`config.mk`:
```
export PLATFORM = sky130hd
export DESIGN_NAME = pctm_card_timing
export DESIGN_NICKNAME = d
export VERILOG_FILES = /design/src/pctm_pkg.sv /design/src/pctm_ahb_front.sv /design/src/pctm_interval.sv /design/src/pctm_card_timing.sv
export SDC_FILE = /design/constraint.sdc
export NUM_CORES = 1
export LEC_CHECK = 0
export BUFFER_PORTS_ARGS = -buffer_cell sky130_fd_sc_hd__buf_4
export CAP_MARGIN = 5
export CORE_MARGIN = 1.5
export CORE_UTILIZATION = 55
export DETAILED_ROUTE_END_ITERATION = 8
export PLACE_DENSITY = 0.8
export SYNTH_ARGS = -nofsm -noshare
export SYNTH_HDL_FRONTEND = slang
export SYNTH_SLANG_ARGS = --single-unit
export TNS_END_PERCENT = 100
```
`constraint.sdc`:
```
create_clock -name mclk_i -period 2.92 [get_ports mclk_i]
set_input_delay 0.146 -clock mclk_i [delete_from_list [all_inputs] [get_ports mclk_i]]
set_output_delay 0.146 -clock mclk_i [all_outputs]
set_load 0.01 [all_outputs]
```
`src/pctm_pkg.sv`:
```
// Package with register map, field layout, reset values and interval arithmetic for the card timing block.
package pctm_pkg;

  // Register indexes; byte address on the bus is four times the index.
  localparam logic [7:0] IDX_IOWIN_CTRL = 8'h07;
  localparam logic [7:0] IDX_SETUP0 = 8'h3a;
  localparam logic [7:0] IDX_STROBE0 = 8'h3b;
  localparam logic [7:0] IDX_SETUP1 = 8'h3d;
  localparam logic [7:0] IDX_STROBE1 = 8'h3e;
  localparam logic [7:0] IDX_ACCESS = 8'h40;
  localparam logic [7:0] IDX_STATUS = 8'h41;

  // Reset values.
  localparam logic [7:0] RST_IOWIN_CTRL = 8'h00;
  localparam logic [7:0] RST_SETUP0 = 8'h01;
  localparam logic [7:0] RST_STROBE0 = 8'h05;
  localparam logic [7:0] RST_SETUP1 = 8'h01;
  localparam logic [7:0] RST_STROBE1 = 8'h14;
  localparam logic [7:0] RST_ACCESS = 8'h00;

  // Timing register fields.
  localparam int PRESC_HI = 7;
  localparam int PRESC_LO = 6;
  localparam int MULT_HI = 5;
  localparam int MULT_LO = 0;

  // I/O window control: timer set select for window 0 and window 1.
  localparam int IOWIN0_SET_BIT = 3;
  localparam int IOWIN1_SET_BIT = 7;

  // Access control register fields.
  localparam int ACC_KIND_HI = 1;
  localparam int ACC_KIND_LO = 0;
  localparam int ACC_WIN_BIT = 2;
  localparam int ACC_MSET_BIT = 3;
  localparam int ACC_START_BIT = 7;

  // Interval counter width: 4096 * 63 + 1 fits in 18 bits.
  localparam int LEN_W = 18;
  localparam logic [17:0] LEN_ONE = 18'h00001;

  typedef enum logic [1:0] {
    PCTM_MEM_RD = 2'b00,
    PCTM_MEM_WR = 2'b01,
    PCTM_IO_RD = 2'b10,
    PCTM_IO_WR = 2'b11
  } pctm_kind_t;

  typedef enum logic [1:0] {
    PCTM_IDLE = 2'b00,
    PCTM_SETUP = 2'b01,
    PCTM_STROBE = 2'b10
  } pctm_state_t;

  // Length = prescale weight times multiplier, plus one.
  function automatic logic [17:0] interval_len(input logic [7:0] v);
    logic [17:0] m;
    m = {12'h000, v[MULT_HI:MULT_LO]};
    case (v[PRESC_HI:PRESC_LO])
      2'b00: m = m;
      2'b01: m = m << 4;
      2'b10: m = m << 8;
      2'b11: m = m << 12;
      default: m = m;
    endcase
    return m + LEN_ONE;
  endfunction

endpackage

```
`src/pctm_ahb_front.sv`:
```
// AHB-Lite address-phase decode and write data-phase pipeline for the card timing block.
module pctm_ahb_front (
  // Clock and reset
  input wire logic mclk_i,
  input wire logic rstn_i,
  input wire logic ce_i,
  // AHB-Lite address phase
  input wire logic hsel_i,
  input wire logic [31:0] haddr_i,
  input wire logic [1:0] htrans_i,
  input wire logic hwrite_i,
  input wire logic [2:0] hsize_i,
  input wire logic hready_i,
  // Decoded access
  output logic rd_req_o,
  output logic [7:0] rd_idx_o,
  output logic wr_stb_o,
  output logic [7:0] wr_idx_o
);

  logic word_ok;
  logic take;
  logic wr_stb_reg;
  logic [7:0] wr_idx_reg;

  // Only whole aligned words are decoded; anything else writes nothing and leaves hrdata at the value of the last decoded read.
  assign word_ok = (hsize_i == 3'h2) && (haddr_i[1:0] == 2'h0) && (haddr_i[31:10] == 22'h000000);
  assign take = hsel_i && htrans_i[1] && hready_i && word_ok;
  assign rd_req_o = take && !hwrite_i;
  assign rd_idx_o = haddr_i[9:2];
  assign wr_stb_o = wr_stb_reg;
  assign wr_idx_o = wr_idx_reg;

  always_ff @(posedge mclk_i)
  begin
    if (!rstn_i)
    begin
      wr_stb_reg <= 1'b0;
      wr_idx_reg <= 8'h00;
    end
    else if (ce_i)
    begin
      wr_stb_reg <= take && hwrite_i;
      wr_idx_reg <= haddr_i[9:2];
    end
  end

endmodule

```
`src/pctm_interval.sv`:
```
// Down counter that times one setup or strobe interval of a card access.
module pctm_interval (
  // Clock and reset
  input wire logic mclk_i,
  input wire logic rstn_i,
  input wire logic ce_i,
  // Control
  input wire logic load_i,
  input wire logic [17:0] len_i,
  // Status
  output logic last_o
);

  logic [17:0] cnt_reg;
  logic [17:0] cnt_next;

  // The last cycle of an interval is the one in which the count stands at one.
  assign last_o = (cnt_reg == pctm_pkg::LEN_ONE);
  assign cnt_next = load_i ? len_i : (cnt_reg == 18'h00000) ? cnt_reg : cnt_reg - pctm_pkg::LEN_ONE;

  always_ff @(posedge mclk_i)
  begin
    if (!rstn_i)
      cnt_reg <= 18'h00000;
    else if (ce_i)
      cnt_reg <= cnt_next;
  end

endmodule

```
`src/pctm_card_timing.sv`:
```
// Card access cycle timing generator with AHB-Lite register access.
// Function
// Timing registers apply from the next interval load.
// I/O window control bits 3/7 pick set.
// Two setup registers, index 3Ah and 3Dh.
// Wait setup interval before any strobe.
// Setup lasts weight times multiplier plus one.
// Setup prescale codes weigh 1, 16, 256, 4096.
// Setup multiplier is unsigned 0 to 63.
// Lengths counted in internal clock cycles.
// Two strobe registers, index 3Bh and 3Eh.
// Strobe active weight times multiplier plus one.
// Strobe multiplier resets 5h and 14h.
// Strobe multiplier is unsigned 0 to 63.
// Same timing for OE, WE, IORD, IOWR.
// Strobe prescale codes weigh 1, 16, 256, 4096.
// Setup then strobe, reload at access start.
// Counters reach 4096 times 63 plus one.
//
// Decided for this implementation: the AHB-Lite register port.
module pctm_card_timing (
  // Clock, reset and clock enable
  input wire logic mclk_i,
  input wire logic rstn_i,
  input wire logic ce_i,
  // AHB-Lite slave
  input wire logic hsel_i,
  input wire logic [31:0] haddr_i,
  input wire logic [1:0] htrans_i,
  input wire logic hwrite_i,
  input wire logic [2:0] hsize_i,
  input wire logic [31:0] hwdata_i,
  input wire logic hready_i,
  output logic [31:0] hrdata_o,
  output logic hreadyout_o,
  output logic hresp_o,
  // Card command strobes, active low
  output logic card_oe_n_o,
  output logic card_we_n_o,
  output logic card_iord_n_o,
  output logic card_iowr_n_o,
  // Access activity
  output logic busy_o
);

  // Bus decode.
  logic rd_req;
  logic [7:0] rd_idx;
  logic wr_stb;
  logic [7:0] wr_idx;

  // Registers.
  logic [7:0] iowin_reg;
  logic [7:0] setup0_reg;
  logic [7:0] strobe0_reg;
  logic [7:0] setup1_reg;
  logic [7:0] strobe1_reg;
  logic [7:0] access_reg;
  logic [31:0] hrdata_reg;

  // Access sequencing.
  pctm_pkg::pctm_state_t state_reg;
  pctm_pkg::pctm_state_t state_next;
  logic [1:0] kind_reg;
  logic set_reg;
  logic oe_n_reg;
  logic we_n_reg;
  logic iord_n_reg;
  logic iowr_n_reg;
  logic busy_reg;

  // Combinational selection.
  logic wr_iowin;
  logic wr_setup0;
  logic wr_strobe0;
  logic wr_setup1;
  logic wr_strobe1;
  logic wr_access;
  logic start;
  logic [1:0] req_kind;
  logic req_is_io;
  logic req_set;
  logic [7:0] setup_sel;
  logic [17:0] setup_len;
  logic [17:0] strobe_len;
  logic [17:0] load_len;
  logic timer_load;
  logic timer_last;
  logic [7:0] status_val;
  logic [7:0] rd_val;
  logic enter_strobe;
  logic leave_strobe;

  pctm_ahb_front u_front (
    .mclk_i(mclk_i),
    .rstn_i(rstn_i),
    .ce_i(ce_i),
    .hsel_i(hsel_i),
    .haddr_i(haddr_i),
    .htrans_i(htrans_i),
    .hwrite_i(hwrite_i),
    .hsize_i(hsize_i),
    .hready_i(hready_i),
    .rd_req_o(rd_req),
    .rd_idx_o(rd_idx),
    .wr_stb_o(wr_stb),
    .wr_idx_o(wr_idx)
  );

  // Write decode; the data phase carries hwdata, so the index was caught in the address phase.
  assign wr_iowin = wr_stb && (wr_idx == pctm_pkg::IDX_IOWIN_CTRL);
  assign wr_setup0 = wr_stb && (wr_idx == pctm_pkg::IDX_SETUP0);
  assign wr_setup1 = wr_stb && (wr_idx == pctm_pkg::IDX_SETUP1);
  assign wr_strobe0 = wr_stb && (wr_idx == pctm_pkg::IDX_STROBE0);
  assign wr_strobe1 = wr_stb && (wr_idx == pctm_pkg::IDX_STROBE1);
  assign wr_access = wr_stb && (wr_idx == pctm_pkg::IDX_ACCESS);

  // A start request while an access runs is dropped; software polls the busy bit first.
  assign start = wr_access && hwdata_i[pctm_pkg::ACC_START_BIT] && (state_reg == pctm_pkg::PCTM_IDLE);
  assign req_kind = hwdata_i[pctm_pkg::ACC_KIND_HI:pctm_pkg::ACC_KIND_LO];
  assign req_is_io = req_kind[1];

  // I/O cycles take their timer set from the window control bit of their window.
  assign req_set = !req_is_io ? hwdata_i[pctm_pkg::ACC_MSET_BIT] :
                   hwdata_i[pctm_pkg::ACC_WIN_BIT] ? iowin_reg[pctm_pkg::IOWIN1_SET_BIT] :
                   iowin_reg[pctm_pkg::IOWIN0_SET_BIT];

  // Lengths are computed from live register contents at each load, so a rewrite is seen at the next load.
  assign setup_sel = req_set ? setup1_reg : setup0_reg;
  assign setup_len = pctm_pkg::interval_len(setup_sel);
  assign strobe_len = pctm_pkg::interval_len(set_reg ? strobe1_reg : strobe0_reg);

  // One counter serves both intervals: setup on start, strobe when setup ends.
  assign enter_strobe = (state_reg == pctm_pkg::PCTM_SETUP) && timer_last;
  assign leave_strobe = (state_reg == pctm_pkg::PCTM_STROBE) && timer_last;
  assign timer_load = start || enter_strobe;
  assign load_len = start ? setup_len : strobe_len;

  pctm_interval u_interval (
    .mclk_i(mclk_i),
    .rstn_i(rstn_i),
    .ce_i(ce_i),
    .load_i(timer_load),
    .len_i(load_len),
    .last_o(timer_last)
  );

  always_comb
  begin
    state_next = state_reg;
    case (state_reg)
      pctm_pkg::PCTM_IDLE:
      begin
        if (start)
          state_next = pctm_pkg::PCTM_SETUP;
      end
      pctm_pkg::PCTM_SETUP:
      begin
        if (timer_last)
          state_next = pctm_pkg::PCTM_STROBE;
      end
      pctm_pkg::PCTM_STROBE:
      begin
        if (timer_last)
          state_next = pctm_pkg::PCTM_IDLE;
      end
      default: state_next = pctm_pkg::PCTM_IDLE;
    endcase
  end

  // Status: busy, in setup, in strobe, timer set in use, kind of last access.
  assign status_val = {2'h0, kind_reg, set_reg,
                       state_reg == pctm_pkg::PCTM_STROBE,
                       state_reg == pctm_pkg::PCTM_SETUP,
                       state_reg != pctm_pkg::PCTM_IDLE};

  assign rd_val = (rd_idx == pctm_pkg::IDX_IOWIN_CTRL) ? iowin_reg :
                  (rd_idx == pctm_pkg::IDX_SETUP0) ? setup0_reg :
                  (rd_idx == pctm_pkg::IDX_STROBE0) ? strobe0_reg :
                  (rd_idx == pctm_pkg::IDX_SETUP1) ? setup1_reg :
                  (rd_idx == pctm_pkg::IDX_STROBE1) ? strobe1_reg :
                  (rd_idx == pctm_pkg::IDX_ACCESS) ? access_reg :
                  (rd_idx == pctm_pkg::IDX_STATUS) ? status_val : 8'h00;

  // Bus answer: zero wait states, always OKAY, unmapped reads return zero.
  always_ff @(posedge mclk_i)
  begin
    if (!rstn_i)
      hrdata_reg <= 32'h00000000;
    else if (ce_i && rd_req)
      hrdata_reg <= {24'h000000, rd_val};
  end

  always_ff @(posedge mclk_i)
  begin
    if (!rstn_i)
    begin
      iowin_reg <= pctm_pkg::RST_IOWIN_CTRL;
      setup0_reg <= pctm_pkg::RST_SETUP0;
      setup1_reg <= pctm_pkg::RST_SETUP1;
    end
    else if (ce_i)
    begin
      if (wr_iowin)
        iowin_reg <= hwdata_i[7:0];
      if (wr_setup0)
        setup0_reg <= hwdata_i[7:0];
      if (wr_setup1)
        setup1_reg <= hwdata_i[7:0];
    end
  end

  always_ff @(posedge mclk_i)
  begin
    if (!rstn_i)
    begin
      strobe0_reg <= pctm_pkg::RST_STROBE0;
      strobe1_reg <= pctm_pkg::RST_STROBE1;
    end
    else if (ce_i)
    begin
      if (wr_strobe0)
        strobe0_reg <= hwdata_i[7:0];
      if (wr_strobe1)
        strobe1_reg <= hwdata_i[7:0];
    end
  end

  // The start bit is not stored; it reads back as zero.
  always_ff @(posedge mclk_i)
  begin
    if (!rstn_i)
      access_reg <= pctm_pkg::RST_ACCESS;
    else if (ce_i && wr_access)
      access_reg <= {4'h0, hwdata_i[3:0]};
  end

  always_ff @(posedge mclk_i)
  begin
    if (!rstn_i)
    begin
      state_reg <= pctm_pkg::PCTM_IDLE;
      kind_reg <= 2'h0;
      set_reg <= 1'b0;
    end
    else if (ce_i)
    begin
      state_reg <= state_next;
      if (start)
      begin
        kind_reg <= req_kind;
        set_reg <= req_set;
      end
    end
  end

  // Strobes switch on the same edge as the state, so each stays low exactly one strobe interval.
  always_ff @(posedge mclk_i)
  begin
    if (!rstn_i)
    begin
      oe_n_reg <= 1'b1;
      we_n_reg <= 1'b1;
      iord_n_reg <= 1'b1;
      iowr_n_reg <= 1'b1;
    end
    else if (ce_i)
    begin
      if (enter_strobe)
      begin
        oe_n_reg <= kind_reg != pctm_pkg::PCTM_MEM_RD;
        we_n_reg <= kind_reg != pctm_pkg::PCTM_MEM_WR;
        iord_n_reg <= kind_reg != pctm_pkg::PCTM_IO_RD;
        iowr_n_reg <= kind_reg != pctm_pkg::PCTM_IO_WR;
      end
      else if (leave_strobe)
      begin
        oe_n_reg <= 1'b1;
        we_n_reg <= 1'b1;
        iord_n_reg <= 1'b1;
        iowr_n_reg <= 1'b1;
      end
    end
  end

  always_ff @(posedge mclk_i)
  begin
    if (!rstn_i)
      busy_reg <= 1'b0;
    else if (ce_i)
      busy_reg <= state_next != pctm_pkg::PCTM_IDLE;
  end

  always_ff @(posedge mclk_i)
  begin
    if (!rstn_i)
    begin
      hreadyout_o <= 1'b0;
      hresp_o <= 1'b0;
    end
    else
    begin
      hreadyout_o <= 1'b1;
      hresp_o <= 1'b0;
    end
  end

  assign hrdata_o = hrdata_reg;
  assign card_oe_n_o = oe_n_reg;
  assign card_we_n_o = we_n_reg;
  assign card_iord_n_o = iord_n_reg;
  assign card_iowr_n_o = iowr_n_reg;
  assign busy_o = busy_reg;

endmodule

```
==> impl_results.md <==
* Status: complete, no violations
* Synthesized area per cell at 8.55 sq um
* First-pass GRT wire length at 23.8 mm
* CP max stage cell: o31a_1
* Vias in the first global route at 4702
* Worst slew pin tran at 0.669 ns
* Hold WC Path Type: in -> reg
* Drt pass-1 iters at 5
* Synth cell types at 76
* Critical path arrival at 2.86 ns
* Chip Width at 103 um
* Clock slew at the register clock pins of the worst setup and hold paths at 0.11 ns
* Register bit total from synthesis at 90
* Number of buffers created by CTS at 9
* Crit Path Max Fanout at 17
* Max VDD drop at 388 uV
* Hold buffers post-CTS at 0
* Synthesized instance count at 637
* Drt first-iter violations at 330
* Core ar. at 9680 sq um
* Top-area cell type share of the netlist area at 33.1%
* Final-stage net count at 765
* CTS root buffer: clkbuf_8
* CTS tree: yes
* R2r setup slk at 0.33 ns
* CTS Sinks at 90
* CP required at 3.20 ns
* PD cells at 560 nW/um^2
* Critical path class: reg -> reg
* Critical-path cell list: or3_4, or3_1, o31a_1, nor3_1, a21oi_1, a32o_1
* Buf/Inv on CP at 0
* DPL Wire Length at 10.6 mm
* Vias at 5033
* Crit path capture type: register
* Post-layout minimum cycle time at 2.59 ns
* Remaining DRCs at 0
* CP delay by family, top: simple AND/OR/NAND/NOR gates
* Final period util at 88.5%
* PortBufs at 63
* Max reg flops at 18
* Number of max-cap violations at 0
* I/O pins at 114
* Post-synthesis sequential area ratio at 33.1%
* Post-DR wirelength/cell at 18.0 um
* Synth top cells by count: 90 x dfxtp_1, 75 x mux2i_1, 56 x nor2b_1
* Worst reg2reg path depth at 6
* Final setup vio count at 0
* Rows at 36
* Synth-to-Final Area Change at 12.1%
* Initial antenna violation count at 0
* CP startpoint: u_interval.cnt_reg[8]
* Worst setup SP type: register
* Ranking of synthesized cells by area: dfxtp_1 33%, mux2i_1 14%, nor2b_1 6.4%, buf_4 4.1%, nand2_1 3.2%
* EDFF count, synth at 0
* Vias per cell at 6.11
* Fraction of registers with async set/reset at 0%
* Hold Vio Cnt, Final at 0
* Die area at 10500 sq um
* Fraction of layout cells with a size suffix above 1 at 16.5%
* Placer Congestion at 0.926
* RSZ-0062 raised after global routing: no
* Largest stage delay, worst path at 0.58 ns
* CTS H-Tree Depth at 3
* Top-count cell post-synth: dfxtp_1
* Detailed Route WL at 14.9 mm
* Area leader, netlist: dfxtp_1
* Pleak at 2.53 nW
* Starting Density at 56.2%
* CP Capture Point: u_interval.cnt_reg[10]
* Total power at 3.42 mW
* Worst slew margin at 54.9%
* Largest net degree at the start of global routing at 67
* Commonest register cell after synthesis: dfxtp_1
* Chip Height at 103 um
* Antenna viol nets, final at 0
* YS warnings at 0
* Cts repair resizes at 0
* RR Startpoint: u_interval.cnt_reg[8]
* Max-slew violations at 0
* Ant. Diodes at 0
* GRT Resource Usage Total at 29.3%
* Total negative slack at 0 ns
* RR Endpoint: u_interval.cnt_reg[10]
* Clock skew at 0.0151 ns
* Synth Cell Area at 5450 sq um
* Max Fclk at 387 MHz
* Instance count on the critical path at 6
* Total gr overflow at 0
* Deepest clock path buffer count at 2
* Clk_lat worst skew at 0.38 ns
* Setup Fix Bufs, Post-CTS at 0
==> report_power, final <==
| part | switching [mW] | internal (mW) |
|---|---|---|
| Sequential | 0.101 | 1.33 |
| Clock | 0.527 | 0.337 |
| Combinational | 0.672 | 0.458 |
| Total | 1.30 | 2.12 |
==> cell usage in the layout (no fill, tap or decap), types with 4 or more instances in the layout <==
cell type and n:
dfxtp_1 90, buf_4 78, mux2i_1 75, nor2b_1 56
nand2_1 47, nor2_1 42, o21ai_0 35, conb_1 25
nand3_1 19, a21oi_1 16, nor3_1 15, nor4_1 12
a31oi_1 10, nand4_1 9, inv_1 9, clkbuf_8 9
o22ai_1 7, a221oi_1 7, a21boi_0 7, o21ai_1 6
mux2_2 6, a22oi_1 6, and3_1 6, a22o_1 4
or3_1 4, nand2b_1 4, o211ai_1 4, a32oi_1 4
nand3b_1 4, ha_1 4
==> worst register-to-register path: stages (launching register included) <==
cell     delay, ns
dfxtp_1       0.37
or3_4         0.42
or3_1         0.54
o31a_1        0.58
nor3_1        0.28
a21oi_1       0.07
a32o_1        0.23
==> layer usage <==
metal	share of wire (%)	wire length, um	GRT usage, %
met4	2.2	330	11.7
met3	6.4	955	5.02
met5	0	0	0
met2	49	7210	48.9
met1	43	6370	37.9
==> metrics by stage <==
stage / instances / setup WS, ns / util [%] / instance area, sq um / hold slack (ns)
after floorplan: 661 / 0.705 / - / 5540 / 0.174
after global placement: 808 / 0.396 / 61.0 / 5910 / 0.397
after detailed placement: 808 / 0.342 / 61.0 / 5910 / 0.417
after CTS: 824 / 0.322 / 63.0 / 6100 / 0.0139
after global routing: 824 / 0.170 / 63.0 / 6100 / 0.0236
final: 824 / 0.335 / 63.0 / 6100 / 0.0247
==> worst min-delay path by stage <==
stage                           endpoint  cells past startpoint        start
after floorplan              hreadyout_o                      0       rstn_i
after global placement    strobe1_reg[4]                      3  hwdata_i[4]
after detailed placement  strobe1_reg[4]                      3  hwdata_i[4]
after CTS                 strobe1_reg[4]                      3  hwdata_i[4]
after global routing      strobe1_reg[4]                      3  hwdata_i[4]
final                     strobe1_reg[4]                      3  hwdata_i[4]
==> cell families after synthesis <==
logic type	share of synthesized area [%]
multiplexers	15.0
flip-flops	33.1
buffers and inverters	7.56
other	0.0689
AO/OA/AOI/OAI	19.3
adder cells (fa/ha/maj)	0.919
AND/OR/NAND/NOR	23.6
XOR/XNOR	0.483
==> final cells by class <==
| cell class | count | area, sq um |
|---|---|---|
| Clock inverter | 7 | 70.1 |
| Sequential cell | 90 | 1800 |
| Clock buffer | 9 | 124 |
| Inverter | 9 | 33.8 |
| Tap cell | 133 | 166 |
| Timing Repair Buffer | 78 | 586 |
| Fill cell | 870 | 3580 |
| Multi-Input combinational cell | 498 | 3320 |
Note: power is estimated with default switching activity, not from simulation.
